## config.mk

```make
export PLATFORM = sky130hd
export DESIGN_NAME = phy_reset_powerdown_interrupt
export DESIGN_NICKNAME = d
export VERILOG_FILES = /design/src/include/phy_rst_pkg.sv /design/src/rtl/phy_reset_powerdown_interrupt.sv /design/src/rtl/settle_timer.sv
export SDC_FILE = /design/constraint.sdc
export NUM_CORES = 1
export LEC_CHECK = 0
export BUFFER_PORTS_ARGS = -buffer_cell sky130_fd_sc_hd__buf_2
export CORE_MARGIN = 2
export CORE_UTILIZATION = 39
export CTS_CLUSTER_DIAMETER = 50
export CTS_CLUSTER_SIZE = 10
export DETAILED_ROUTE_END_ITERATION = 10
export GPL_TIMING_DRIVEN = 0
export PLACE_DENSITY_LB_ADDON = 0.05
export SKIP_CTS_REPAIR_TIMING = 1
export SLEW_MARGIN = 0
export SYNTH_ARGS = -nofsm -noshare
export SYNTH_HDL_FRONTEND = slang
export SYNTH_SLANG_ARGS = --single-unit
```

## constraint.sdc

```tcl
create_clock -name mclk -period 2.14 [get_ports mclk]
set_input_delay 0.214 -clock mclk [delete_from_list [all_inputs] [get_ports mclk]]
set_output_delay 0.214 -clock mclk [all_outputs]
set_load 0.05 [all_outputs]
```

## src/include/phy_rst_pkg.sv

```systemverilog
// constants and types for the reset, power-down and interrupt block
package phy_rst_pkg;
  localparam logic [4:0] ADDR_BASIC_CTRL = 5'h00;
  localparam logic [4:0] ADDR_STD_LAST = 5'h07;
  localparam logic [4:0] ADDR_SPEC_CTRL = 5'h11;
  localparam logic [4:0] ADDR_IRQ_1 = 5'h12;
  localparam logic [4:0] ADDR_IRQ_2 = 5'h13;
  localparam logic [4:0] ADDR_GLOBAL_RST = 5'h1F;

  localparam int BASIC_RESET_BIT = 15;
  localparam int BASIC_PWDN_BIT = 11;
  localparam int SPEC_INT_OE_BIT = 0;
  localparam int SPEC_INT_EN_BIT = 1;
  localparam int SPEC_INT_POL_BIT = 3;
  localparam int SPEC_PSAVE_EN_BIT = 14;
  localparam int SPEC_PSAVE_HI = 13;
  localparam int SPEC_PSAVE_LO = 12;
  localparam int GRST_RESET_BIT = 15;
  localparam int GRST_RESTART_BIT = 14;
  localparam int IRQ_STAT_LO = 8;

  localparam logic [15:0] BASIC_CTRL_RESET = 16'h0000;
  localparam logic [15:0] SPEC_CTRL_RESET = 16'h0000;
  localparam logic [7:0] IRQ_EN_RESET = 8'h00;
  localparam logic [7:0] IRQ_PEND_RESET = 8'h00;

  localparam logic [1:0] PSAVE_PWDN = 2'h1;
  localparam logic [1:0] PSAVE_WOL_ACTIVE = 2'h2;
  localparam logic [1:0] PSAVE_WOL_PASSIVE = 2'h3;

  localparam int STRAP_W = 8;
  localparam logic [STRAP_W-1:0] STRAP_RESET = 8'h00;

  localparam int CLK_MHZ = 250;
  localparam int SETTLE_US = 200;
  localparam int SETTLE_CYCLES = SETTLE_US * CLK_MHZ;
  localparam int TMR_W = 17;

  typedef enum logic [1:0] {
    ST_HW_HOLD,
    ST_HW_SETTLE,
    ST_SW_SETTLE,
    ST_RUN
  } phase_t;
endpackage : phy_rst_pkg

```

## src/rtl/phy_reset_powerdown_interrupt.sv

```systemverilog
// reset sequencing, power-down control and interrupt pin of the transceiver
// What this block does
// - internal power-on reset starts the settle sequence; no external pulse needed
// - hardware reset restores register defaults and relatches bootstrap inputs
// - hardware reset completes internally about 200us after pin release
// - basic control bit 15 resets only standard registers 0x00 to 0x07
// - global reset bit 15 restores all registers, keeps latched straps
// - restart bit 14 restarts circuits, register contents untouched
// - software reset or restart completes about 200us after the write
// - shared pin is power-down input after reset; output when bit 0 set
// - specific control holds interrupt enable and output polarity
// - low shared pin in input mode powers the device down
// - all sources disabled after reset; per-source enables in 0x12, 0x13
// - enabled interrupt drives shared pin without waiting for a clock edge
// - status shows pending bits; any status read clears all of them
// - pin low or basic bit 11 powers down all but register access
// - specific bit 14 enables power-save, bits 13:12 select mode
// - codes 01 power-down, 10 active wake, 11 passive wake
// - clearing select bits powers up, returning to the prior state
`timescale 1ns/1ns
module phy_reset_powerdown_interrupt
  import phy_rst_pkg::*;
#(
  parameter int SETTLE_CYCLES_P = SETTLE_CYCLES
) (
  input wire logic mclk,
  input wire logic rstn,
  input wire logic hw_reset_n,
  input wire logic [STRAP_W-1:0] strap_in,
  input wire logic reg_wr,
  input wire logic reg_rd,
  input wire logic [4:0] reg_addr,
  input wire logic [15:0] reg_wdata,
  output logic [15:0] reg_rdata,
  output logic reg_rdata_valid,
  input wire logic [7:0] irq_event_1,
  input wire logic [7:0] irq_event_2,
  input wire logic shared_irq_powerdown_pin_in,
  output logic shared_irq_powerdown_pin_out,
  output logic shared_irq_powerdown_pin_oe,
  output logic core_run,
  output logic std_regs_reset,
  output logic [STRAP_W-1:0] strap_latched,
  output logic powerdown,
  output logic wake_on_network_active,
  output logic wake_on_network_passive
);
  typedef struct packed {
    phase_t phase;
    logic [15:0] basic_mode_control;
    logic [15:0] phy_specific_control;
    logic [7:0] irq_en_1;
    logic [7:0] irq_en_2;
    logic [7:0] irq_pend_1;
    logic [7:0] irq_pend_2;
    logic glob_rst;
    logic restart;
    logic [STRAP_W-1:0] strap;
    logic [15:0] rdata;
    logic rd_valid;
    logic std_rst;
  } state_t;

  state_t s_reg;
  state_t s_next;
  logic tmr_start;
  logic tmr_busy;
  logic tmr_done;
  logic [7:0] set_1;
  logic [7:0] set_2;
  logic rd_ok;
  logic wr_ok;
  logic stat_clear;
  logic irq_active;
  logic int_oe;
  logic int_en;
  logic int_pol;
  logic psave_en;
  logic [1:0] psave_sel;

  // register file back to defaults; latched straps survive
  function automatic state_t regs_default(input state_t s);
    state_t r;
    r = s;
    r.basic_mode_control = BASIC_CTRL_RESET;
    r.phy_specific_control = SPEC_CTRL_RESET;
    r.irq_en_1 = IRQ_EN_RESET;
    r.irq_en_2 = IRQ_EN_RESET;
    r.irq_pend_1 = IRQ_PEND_RESET;
    r.irq_pend_2 = IRQ_PEND_RESET;
    return r;
  endfunction : regs_default

  function automatic logic is_status(input logic [4:0] a);
    return (a == ADDR_IRQ_1) || (a == ADDR_IRQ_2);
  endfunction : is_status

  settle_timer #(
    .CYCLES(SETTLE_CYCLES_P)
  ) u_timer (
    .mclk(mclk),
    .rstn(rstn),
    .start(tmr_start),
    .busy(tmr_busy),
    .done(tmr_done)
  );

  assign int_oe = s_reg.phy_specific_control[SPEC_INT_OE_BIT];
  assign int_en = s_reg.phy_specific_control[SPEC_INT_EN_BIT];
  assign int_pol = s_reg.phy_specific_control[SPEC_INT_POL_BIT];
  assign psave_en = s_reg.phy_specific_control[SPEC_PSAVE_EN_BIT];
  assign psave_sel = s_reg.phy_specific_control[SPEC_PSAVE_HI:SPEC_PSAVE_LO];

  assign set_1 = irq_event_1 & s_reg.irq_en_1;
  assign set_2 = irq_event_2 & s_reg.irq_en_2;
  assign rd_ok = reg_rd && (s_reg.phase != ST_HW_HOLD);
  assign wr_ok = reg_wr && (s_reg.phase != ST_HW_HOLD);
  assign stat_clear = rd_ok && is_status(reg_addr);

  always_comb begin
    s_next = s_reg;
    s_next.rd_valid = 1'b0;
    s_next.std_rst = 1'b0;
    tmr_start = 1'b0;
    // new events win over the read clear in the same cycle
    s_next.irq_pend_1 = (stat_clear ? IRQ_PEND_RESET : s_reg.irq_pend_1) | set_1;
    s_next.irq_pend_2 = (stat_clear ? IRQ_PEND_RESET : s_reg.irq_pend_2) | set_2;
    if (rd_ok) begin
      s_next.rd_valid = 1'b1;
      case (reg_addr)
        ADDR_BASIC_CTRL: s_next.rdata = s_reg.basic_mode_control;
        ADDR_SPEC_CTRL: s_next.rdata = s_reg.phy_specific_control;
        ADDR_IRQ_1: s_next.rdata = {s_reg.irq_pend_1, s_reg.irq_en_1};
        ADDR_IRQ_2: s_next.rdata = {s_reg.irq_pend_2, s_reg.irq_en_2};
        ADDR_GLOBAL_RST: s_next.rdata = {s_reg.glob_rst, s_reg.restart, 14'h0000};
        default: s_next.rdata = 16'h0000;
      endcase
    end
    if (wr_ok) begin
      case (reg_addr)
        ADDR_BASIC_CTRL: begin
          if (reg_wdata[BASIC_RESET_BIT]) begin
            s_next.basic_mode_control = BASIC_CTRL_RESET;
            s_next.std_rst = 1'b1;
          end else begin
            s_next.basic_mode_control = reg_wdata;
          end
        end
        ADDR_SPEC_CTRL: s_next.phy_specific_control = reg_wdata;
        ADDR_IRQ_1: s_next.irq_en_1 = reg_wdata[7:0];
        ADDR_IRQ_2: s_next.irq_en_2 = reg_wdata[7:0];
        ADDR_GLOBAL_RST: begin
          if (reg_wdata[GRST_RESET_BIT]) begin
            s_next = regs_default(s_next);
            s_next.glob_rst = 1'b1;
            s_next.phase = ST_SW_SETTLE;
            tmr_start = 1'b1;
          end else if (reg_wdata[GRST_RESTART_BIT]) begin
            s_next.restart = 1'b1;
            s_next.phase = ST_SW_SETTLE;
            tmr_start = 1'b1;
          end
        end
        default: begin
        end
      endcase
    end
    case (s_reg.phase)
      ST_HW_HOLD: begin
        if (hw_reset_n) begin
          s_next.phase = ST_HW_SETTLE;
          tmr_start = 1'b1;
        end
      end
      ST_HW_SETTLE: begin
        // a reset write in the done cycle keeps its own settle phase
        if (tmr_done && !tmr_start) begin
          s_next.strap = strap_in;
          s_next.phase = ST_RUN;
        end
      end
      ST_SW_SETTLE: begin
        if (tmr_done && !tmr_start) begin
          s_next.glob_rst = 1'b0;
          s_next.restart = 1'b0;
          s_next.phase = ST_RUN;
        end
      end
      ST_RUN: begin
      end
      default: s_next.phase = ST_HW_HOLD;
    endcase
    if (!hw_reset_n) begin
      s_next = regs_default(s_next);
      s_next.glob_rst = 1'b0;
      s_next.restart = 1'b0;
      s_next.rd_valid = 1'b0;
      s_next.std_rst = 1'b0;
      s_next.phase = ST_HW_HOLD;
      tmr_start = 1'b0;
    end
  end

  // power-on reset lands in the settle phase with the timer already loaded
  always_ff @(posedge mclk or negedge rstn) begin
    if (!rstn) begin
      s_reg <= '{
        phase: ST_HW_SETTLE,
        basic_mode_control: BASIC_CTRL_RESET,
        phy_specific_control: SPEC_CTRL_RESET,
        irq_en_1: IRQ_EN_RESET,
        irq_en_2: IRQ_EN_RESET,
        irq_pend_1: IRQ_PEND_RESET,
        irq_pend_2: IRQ_PEND_RESET,
        glob_rst: 1'b0,
        restart: 1'b0,
        strap: STRAP_RESET,
        rdata: 16'h0000,
        rd_valid: 1'b0,
        std_rst: 1'b0
      };
    end else begin
      s_reg <= s_next;
    end
  end

  // fresh events reach the pin in the same cycle, not at the next edge
  assign irq_active = int_oe && int_en &&
    (((s_reg.irq_pend_1 | s_reg.irq_pend_2) != 8'h00) || ((set_1 | set_2) != 8'h00));
  assign shared_irq_powerdown_pin_oe = int_oe;
  assign shared_irq_powerdown_pin_out = int_pol ? irq_active : !irq_active;

  assign powerdown = (!int_oe && !shared_irq_powerdown_pin_in) ||
    s_reg.basic_mode_control[BASIC_PWDN_BIT] ||
    (psave_en && (psave_sel == PSAVE_PWDN));
  assign wake_on_network_active = psave_en && (psave_sel == PSAVE_WOL_ACTIVE);
  assign wake_on_network_passive = psave_en && (psave_sel == PSAVE_WOL_PASSIVE);

  assign core_run = (s_reg.phase == ST_RUN);
  assign std_regs_reset = s_reg.std_rst;
  assign strap_latched = s_reg.strap;
  assign reg_rdata = s_reg.rdata;
  assign reg_rdata_valid = s_reg.rd_valid;
endmodule : phy_reset_powerdown_interrupt

```

## src/rtl/settle_timer.sv

```systemverilog
// down counter timing the internal settle after power-on, pin or global reset or restart
`timescale 1ns/1ns
module settle_timer
  import phy_rst_pkg::*;
#(
  parameter int CYCLES = SETTLE_CYCLES
) (
  input wire logic mclk,
  input wire logic rstn,
  input wire logic start,
  output logic busy,
  output logic done
);
  typedef struct packed {
    logic [TMR_W-1:0] cnt;
    logic done;
  } tmr_t;

  localparam logic [TMR_W-1:0] LOAD = TMR_W'(CYCLES);

  tmr_t s_reg;
  tmr_t s_next;

  always_comb begin
    s_next = s_reg;
    s_next.done = 1'b0;
    if (start) begin
      s_next.cnt = LOAD;
    end else if (s_reg.cnt != '0) begin
      s_next.cnt = s_reg.cnt - TMR_W'(1);
      s_next.done = (s_reg.cnt == TMR_W'(1));
    end
  end

  // counting from power-on reset provides the internal power-up settle
  always_ff @(posedge mclk or negedge rstn) begin
    if (!rstn) begin
      s_reg <= '{cnt: LOAD, done: 1'b0};
    end else begin
      s_reg <= s_next;
    end
  end

  assign busy = (s_reg.cnt != '0);
  assign done = s_reg.done;
endmodule : settle_timer

```

==> results of run 1 <==
[where the power goes]
| group | switching, uW | internal, uW | leakage [uW] | total, uW |
|---|---|---|---|---|
| registers | 93.2 | 2180 | 0.00150 | 2280 |
| logic | 374 | 242 | 0.00147 | 616 |
| clock network | 731 | 1050 | 0.000149 | 1780 |
| total | 1200 | 3480 | 0.00312 | 4680 |
[metal layers]
layer	vias up	track usage, %
met2	81	33.3
met3	2	3.28
met1	2108	26.6
met4	0	6.18
li1	2099	-
met5	-	0
[through the flow]
stage	TNS (ns)	utilization [%]	cells
floorplan	0	-	524
global placement	-78.10	44.0	784
detailed placement	-22.34	44.3	785
CTS	-23.59	46.5	800
global route	-0.397	49.0	823
finish	-0.259	49.0	823
[cells by family after synthesis]
kind of cell	count (synthesis)	synth area share [%]
muxes	24	4.63
buffers and inverters	52	5.65
xor gates and xnor gates	9	1.46
and+or+nand+nor	176	16.6
DFF	111	51.6
adders and majority gates	7	1.62
AOI/OAI and AO/OA	145	18.5
[cell usage after synthesis, drive strengths merged (2+ instances only)]
master  instances  area share, %
nor3b           3           0.60
and2            4           0.46
buf            31            4.2
mux2i          16            3.0
o22ai           2           0.23
nor4            7           0.93
nor2           33            2.5
a21o            2           0.28
or3             3           0.46
xor2            8            1.3
dfstp           7            3.4
nand2          81            5.6
a22oi          14            1.9
nor4b           2           0.60
a21oi          26            2.4
or4             4           0.65
ha              7            1.6
a22o           46            7.5
nor3            6           0.76
nand3b          3           0.42
dfrtp         104             48
o21ai          41            3.8
clkbuf         12           0.83
nand2b          2           0.23
mux2            8            1.7
nand4           7           0.81
o31ai           5           0.79
nand3          12            1.2
inv             8           0.56
nor2b           4           0.46
[worst min path at each step]
stage / depth (start not counted) / end
2_1_floorplan: 0 / int_en
4_1_cts: 1 / reg_rdata[11]
3_3_place_gp: 2 / strap_latched[1]
5_1_grt: 2 / strap_latched[4]
6_report: 2 / strap_latched[2]
3_5_place_dp: 1 / reg_rdata[11]
[final cells by class]
class,count,share of cell area (%)
multi-input combinational,361,36.7
sequential,111,41.4
tap,180,3.35
clock inverter,3,1.00
timing repair buffer,104,9.16
inverter,9,0.502
buffer,43,4.21
clock buffer,12,3.67
==> reports/results.ini, run 1 <==
[place]
gp_congestion = 0.826
io_buffers = 80
dp_hpwl_um = 10700
dpl_cell_area_mm2 = 0.00607
pre_cts_slack_ns = -0.618

[critical_path]
crit_path_start_kind = flop
cpPeakStageDelay_ns = 0.53
crit_family = simple AND/OR/NAND/NOR gates
endpoint = shared_irq_powerdown_pin_out
crit_fanout = 3
r2r-start = u_timer.s_reg[12]
worst_ep_required_time_ns = 1.93
crit_arrival_ns = 2.19
reg2regPathDepth = 6
r2r_slack_ns = 0.05
crit_slowest_cell = or4_4
crit_type = reg -> out
crit_chain = nand2_1, nand4_1, or4_4, o211ai_1, xor2_2, buf_6
r2r_end = u_timer.s_reg[4]
crit_cells = 6
path_buf_inv = 1
startpoint = s_reg[57]
endpoint_kind = output port

[global_routing]
grt_antenna_before_repair = 1
grt_pass1_wl_um = 22600
grt_max_degree = 60
gr-total-overflow = 0
grt_pass1_vias = 4224
grt_usage_pct = 19.9

[synthesis]
synth_edf_count = 0
seq_area_frac_synth_pct = 51.6
async_reset_ff_share_pct = 100
netlist_instances = 524
synth_area_mm2 = 0.00541
synth-seq-cells = 111
syn_area_per_cell_um2 = 10.3
yosysWarnings = 0
synth_nets = 582
synthFlopType = dfrtp_1
synth_cell_type_count = 61

[timing]
drv_slew = 0
max_slew_margin_pct = 54.4
tightest_slew_ns = 0.682
rsz0062_at_grt = true
post-route-period-util_pct = 112
fmax_mhz = 417
layout_setup_ws_ns = -0.259
fin_skew_ns = 0.00718
post-route-min-period_ns = 2.40
hold_ws_ns = 0.0994
setup_violations = 1
report.final.hold_viol_count = 0

[route]
dr.pass1.iters = 5
dr_total_vias = 4290
wl_met3_um = 587
top_layer_used = met4
drtIter0Drc = 276
ant_nets = 0
viasPerCell = 5.21
drc_errors = 0
finalWirelength_um = 14300
wl_met2_um = 7300
wl_met1_um = 6390
wire_per_inst_um = 17.4

[layout]
fill_cells = 1297
syn_to_final_growth_pct = 24.4
regArea_mm2 = 0.00279
final_common_cell = dfrtp_1
layout_common_cells = dfrtp_1, buf_2, nand2_1
multiInputGateArea_mm2 = 0.00247
largest_register_ffs = 61
drive_gt1_share_pct = 33.1
finalInstanceArea_mm2 = 0.00672
n_antenna_cell = 0
num-nets-final = 697

[status]
run_status = complete, but fails checks
violations = setup timing

[power_and_ir_drop]
irDropWorstVdd_uv = 428
cellPowerDensity_mw_per_mm2 = 696
fin_total_pwr_uw = 4680
leakagePower_uw = 0.00312

[hold_path]
hold_path.class = in -> reg
hold_path.startpoint = strap_in[2]

[flow_run]
drv_cap = 0

[floorplanning]
fp.dieW_um = 122
die_h_um = 122
dieArea_mm2 = 0.0148
rows = 43
coreArea_mm2 = 0.0137
pin_count = 83
initial_core_util_pct = 39.4

[cts]
cts.htree.levels = 3
clkTransAtPathRegs_ns = 0.07
root_buffer = clkbuf_16
cts_buffers = 9
cts_tree = yes
clk_path_buf_depth = 2
cts.sinks = 111
clk_latency_ns = 0.34

Power figures use the tool's default switching activity.
==> inputs of run 2 (changes only) <==
Settings changed: RECOVER_POWER set to 100.
==> reports/results.ini, run 2 (synthesized netlist as in run 1, its figures left out) <==
[place]
dp_hpwl_um = 10700
pre_cts_slack_ns = -0.618
place_inst = 785
gp_congestion = 0.826
dpl_cell_area_mm2 = 0.00607
io_buffers = 80

[timing]
tightest_slew_ns = 1.43
fmax_mhz = 416
post-route-period-util_pct = 112
setup_violations = 26
drv_slew = 0
rsz0062_at_grt = true
post-route-min-period_ns = 2.40
layout_setup_ws_ns = -0.262
fin_skew_ns = 0.00705
max_slew_margin_pct = 4.50
report.final.hold_viol_count = 0

[critical_path]
crit_path_start_kind = flop
reg2regPathDepth = 7
r2r-start = s_reg[92]
crit_family = simple AND/OR/NAND/NOR gates
path_buf_inv = 1
crit_type = reg -> out
r2r_slack_ns = -0.09
worst_ep_required_time_ns = 1.93
endpoint_kind = output port
crit_chain = nand2_1, nand4_1, or4_4, o211ai_1, xor2_2, buf_6
r2r_end = s_reg[36]
crit_arrival_ns = 2.19
crit_fanout = 3
cpPeakStageDelay_ns = 0.53
crit_slowest_cell = or4_4

[floorplanning]
fp.dieW_um = 122
coreArea_mm2 = 0.0137
pin_count = 83
initial_core_util_pct = 39.4
rows = 43
dieArea_mm2 = 0.0148
die_h_um = 122

[global_routing]
grt_antenna_before_repair = 1
grt_use_met3_pct = 3.28
grt_max_degree = 60
grt_usage_pct = 19.9
grt_pass1_vias = 4224
met2_usage_pct = 33.3
grt_util_met1_pct = 26.6
grt_most_used_layer = met2
grt_pass1_wl_um = 22600
gr-total-overflow = 0

[power_and_ir_drop]
fin_total_pwr_uw = 4670
leakagePower_uw = 0.00297
irDropWorstVdd_uv = 422
cellPowerDensity_mw_per_mm2 = 704

[layout]
regArea_mm2 = 0.00279
layout_common_cells = dfrtp_1, nand2_1, buf_2
fill_cells = 1314
syn_to_final_growth_pct = 22.7
multiInputGateArea_mm2 = 0.00244
final_util_pct = 48.3
n_antenna_cell = 0
finalNonFillerCells = 823
largest_register_ffs = 61
num-nets-final = 697
finalInstanceArea_mm2 = 0.00663
drive_gt1_share_pct = 27.5
final_common_cell = dfrtp_1

[cts]
cts.htree.levels = 3
root_buffer = clkbuf_16
clk_path_buf_depth = 2
cts_buffers = 9
clkTransAtPathRegs_ns = 0.07
cts.sinks = 111
clk_latency_ns = 0.34
cts_tree = yes

[route]
dr.pass1.iters = 5
wire_per_inst_um = 17.4
ant_nets = 0
viasPerCell = 5.18
drc_errors = 0
drtIter0Drc = 269
finalWirelength_um = 14300
dr_total_vias = 4266

[hold_path]
hold_path.class = in -> reg
worstHoldEndpoint = strap_latched[0]
hold_depth = 2
hold_path.startpoint = strap_in[0]

[status]
run_status = complete, but fails checks
violations = setup timing

[flow_run]
drv_cap = 0

-- run 2: cell type report --
type                    instances  share of cell area [%]
flip-flops and latches        111                    42.0
repair buffers                104                    8.42
clock buffers                  12                    3.72
well taps                     180                    3.40
clock inverters                 3                    1.02
multi-input cells             361                    36.7
inverters                       9                   0.510
plain buffers                  43                    4.17
-- run 2: power breakdown --
part	switching, uW	internal, uW
combinational	369	231
sequential	91.8	2180
clock	737	1050
total	1200	3470
-- run 2: how the worst max path moves through the flow --
stage,startpoint,end,slack [ns],cells past startpoint
final,s_reg[57],shared_irq_powerdown_pin_out,-0.26,6
after global routing,s_reg[57],shared_irq_powerdown_pin_out,-0.30,6
after CTS,s_reg[92],s_reg[89],-0.64,7
after detailed placement,s_reg[92],s_reg[84],-0.62,7
after global placement,s_reg[92],s_reg[90],-0.60,7
after floorplan,s_reg[92],s_reg[81],0.03,7
-- run 2: metal layers --
layer,vias to the layer above,wire (um)
met5,-,0
met4,0,44
li1,2100,-
met3,2,576
met1,2083,6480
met2,81,7220
-- run 2: through the flow --
| step | hold slack, ns | setup TNS, ns |
|---|---|---|
| after detailed placement | 0.214 | -22.34 |
| after floorplan | -0.0816 | 0 |
| after global routing | 0.0893 | -8.66 |
| after global placement | 0.446 | -78.10 |
| final | 0.0962 | -1.42 |
| after CTS | -0.165 | -23.59 |
==> inputs of run 3 (changes only) <==
Clock period 2.14 ns to 1.95 ns, I/O delays scaled along.
==> reports/results.ini, run 3 (synthesized netlist as in run 1, its figures left out) <==
[cts]
root_buffer = clkbuf_16
clkTransAtPathRegs_ns = 0.07
cts_buffers = 9
cts.htree.levels = 3
clk_path_buf_depth = 2
clk_latency_ns = 0.35
cts.sinks = 111
cts_tree = yes

[power_and_ir_drop]
seq_power_share_pct = 50.2
irDropWorstVdd_uv = 435
clkPwrFrac_pct = 35.3
cellPowerDensity_mw_per_mm2 = 736
intPower_uw = 3620
combPwrFrac_pct = 14.4
swShare_pct = 27.3
p_sw_uw = 1360
leakagePower_uw = 0.00303

[timing]
post-route-min-period_ns = 2.38
hold_ws_ns = 0.0761
report.final.hold_viol_count = 0
setup_violations = 54
drv_slew = 0
fmax_mhz = 421
layout_setup_ws_ns = -0.426
fin_skew_ns = 0.00626
tightest_slew_ns = 1.24
max_slew_margin_pct = 17.6
rsz0062_at_grt = true
setup_tns_ns = -3.79
post-route-period-util_pct = 122

[floorplanning]
coreArea_mm2 = 0.0137
rows = 43
initial_core_util_pct = 39.4
pin_count = 83
die_h_um = 122
fp.dieW_um = 122
dieArea_mm2 = 0.0148

[layout]
final_common_cell = dfrtp_1
fill_cells = 1341
multiInputGateArea_mm2 = 0.00252
final_util_pct = 49.3
layout_common_cells = dfrtp_1, nand2_1, buf_2
num-nets-final = 703
syn_to_final_growth_pct = 25.2
n_antenna_cell = 0
drive_gt1_share_pct = 30.3
largest_register_ffs = 61
regArea_mm2 = 0.00279
finalInstanceArea_mm2 = 0.00677

[place]
io_buffers = 80
dpl_cell_area_mm2 = 0.00610
gp_congestion = 0.820
dp_hpwl_um = 10800

[global_routing]
gr-total-overflow = 0
grt_usage_pct = 19.7
grt_max_degree = 66
grt_pass1_wl_um = 22500
grt_antenna_before_repair = 1
grt_pass1_vias = 4266

[route]
dr_total_vias = 4377
wire_per_inst_um = 17.4
drc_errors = 0
finalWirelength_um = 14500
dr.pass1.iters = 5
ant_nets = 0
viasPerCell = 5.27
drtIter0Drc = 256

[hold_path]
hold_path.class = in -> reg

[critical_path]
endpoint = shared_irq_powerdown_pin_out
r2r_end = u_timer.s_reg[14]
crit_fanout = 3
crit_type = reg -> out
cpPeakStageDelay_ns = 0.49
crit_path_start_kind = flop
crit_chain = nand2_1, nand4_1, or4_4, o211ai_1, xor2_2, buf_6
reg2regPathDepth = 7
worst_ep_required_time_ns = 1.75
crit_slowest_cell = or4_4
endpoint_kind = output port
crit_arrival_ns = 2.18
r2r_slack_ns = -0.23
r2r-start = u_timer.s_reg[12]
startpoint = s_reg[44]

[flow_run]
drv_cap = 0

[status]
run_status = complete, but fails checks
violations = setup timing

==> run 3: cell types whose count changed in the layout (fill, tap and decap cells not counted), moves of 3 or more <==
cell	delta
buf_6	+5
clkbuf_4	+5
clkbuf_1	-4
nand3_1	-4
nand3_2	+3
==> run 3: layer usage <==
layer | share of wire, % | wire, um | up-vias | track usage (%)
li1 | - | - | 2121 | -
met4 | 1.6 | 237 | 2 | 6.25
met5 | 0.035 | 5 | - | 0
met1 | 44 | 6380 | 2144 | 26.0
met2 | 50 | 7230 | 92 | 33.3
met3 | 4.3 | 620 | 18 | 3.18
==> run 3: cell type report <==
class / instances / area share, %
well taps: 180 / 3.33
multi-input cells: 361 / 37.3
flip-flops and latches: 111 / 41.2
inverters: 9 / 0.499
clock inverters: 3 / 0.259
plain buffers: 43 / 4.53
clock buffers: 13 / 3.85
repair buffers: 110 / 9.08
==> run 3: worst min path at each step <==
stage | start | depth (start not counted) | endpoint | slack, ns
floorplan | rstn | 0 | int_en | -0.10
global placement | strap_in[7] | 2 | strap_latched[7] | 0.43
detailed placement | rstn | 1 | reg_rdata[11] | 0.17
CTS | rstn | 1 | reg_rdata[11] | -0.21
global route | strap_in[7] | 2 | strap_latched[7] | 0.07
finish | strap_in[7] | 2 | strap_latched[7] | 0.08
==> run 3: through the flow <==
stage / cells / total power [uW] / setup WS (ns)
finish: 830 / 4980 / -0.426
global route: 830 / 5220 / -0.488
CTS: 801 / 4920 / -0.591
detailed placement: 785 / 3150 / -0.514
global placement: 784 / 3130 / -0.714
floorplan: 524 / 2900 / -0.0496
==> run 3: critical path: cells and delay by family, from the launching register on <==
family	cells	cell delay [ns]
and+or+nand+nor	3	0.73
AOI/OAI and AO/OA	1	0.29
buffers and inverters	1	0.18
xor gates and xnor gates	1	0.21
DFF	1	0.42
==> run 3: power by group through the flow <==
stage	Combinational, uW	Sequential, uW	Clock (uW)
after CTS	620	2490	1810
final	720	2500	1760
after global routing	798	2510	1910
after detailed placement	618	2530	0
after floorplan	391	2510	0
after global placement	601	2530	0
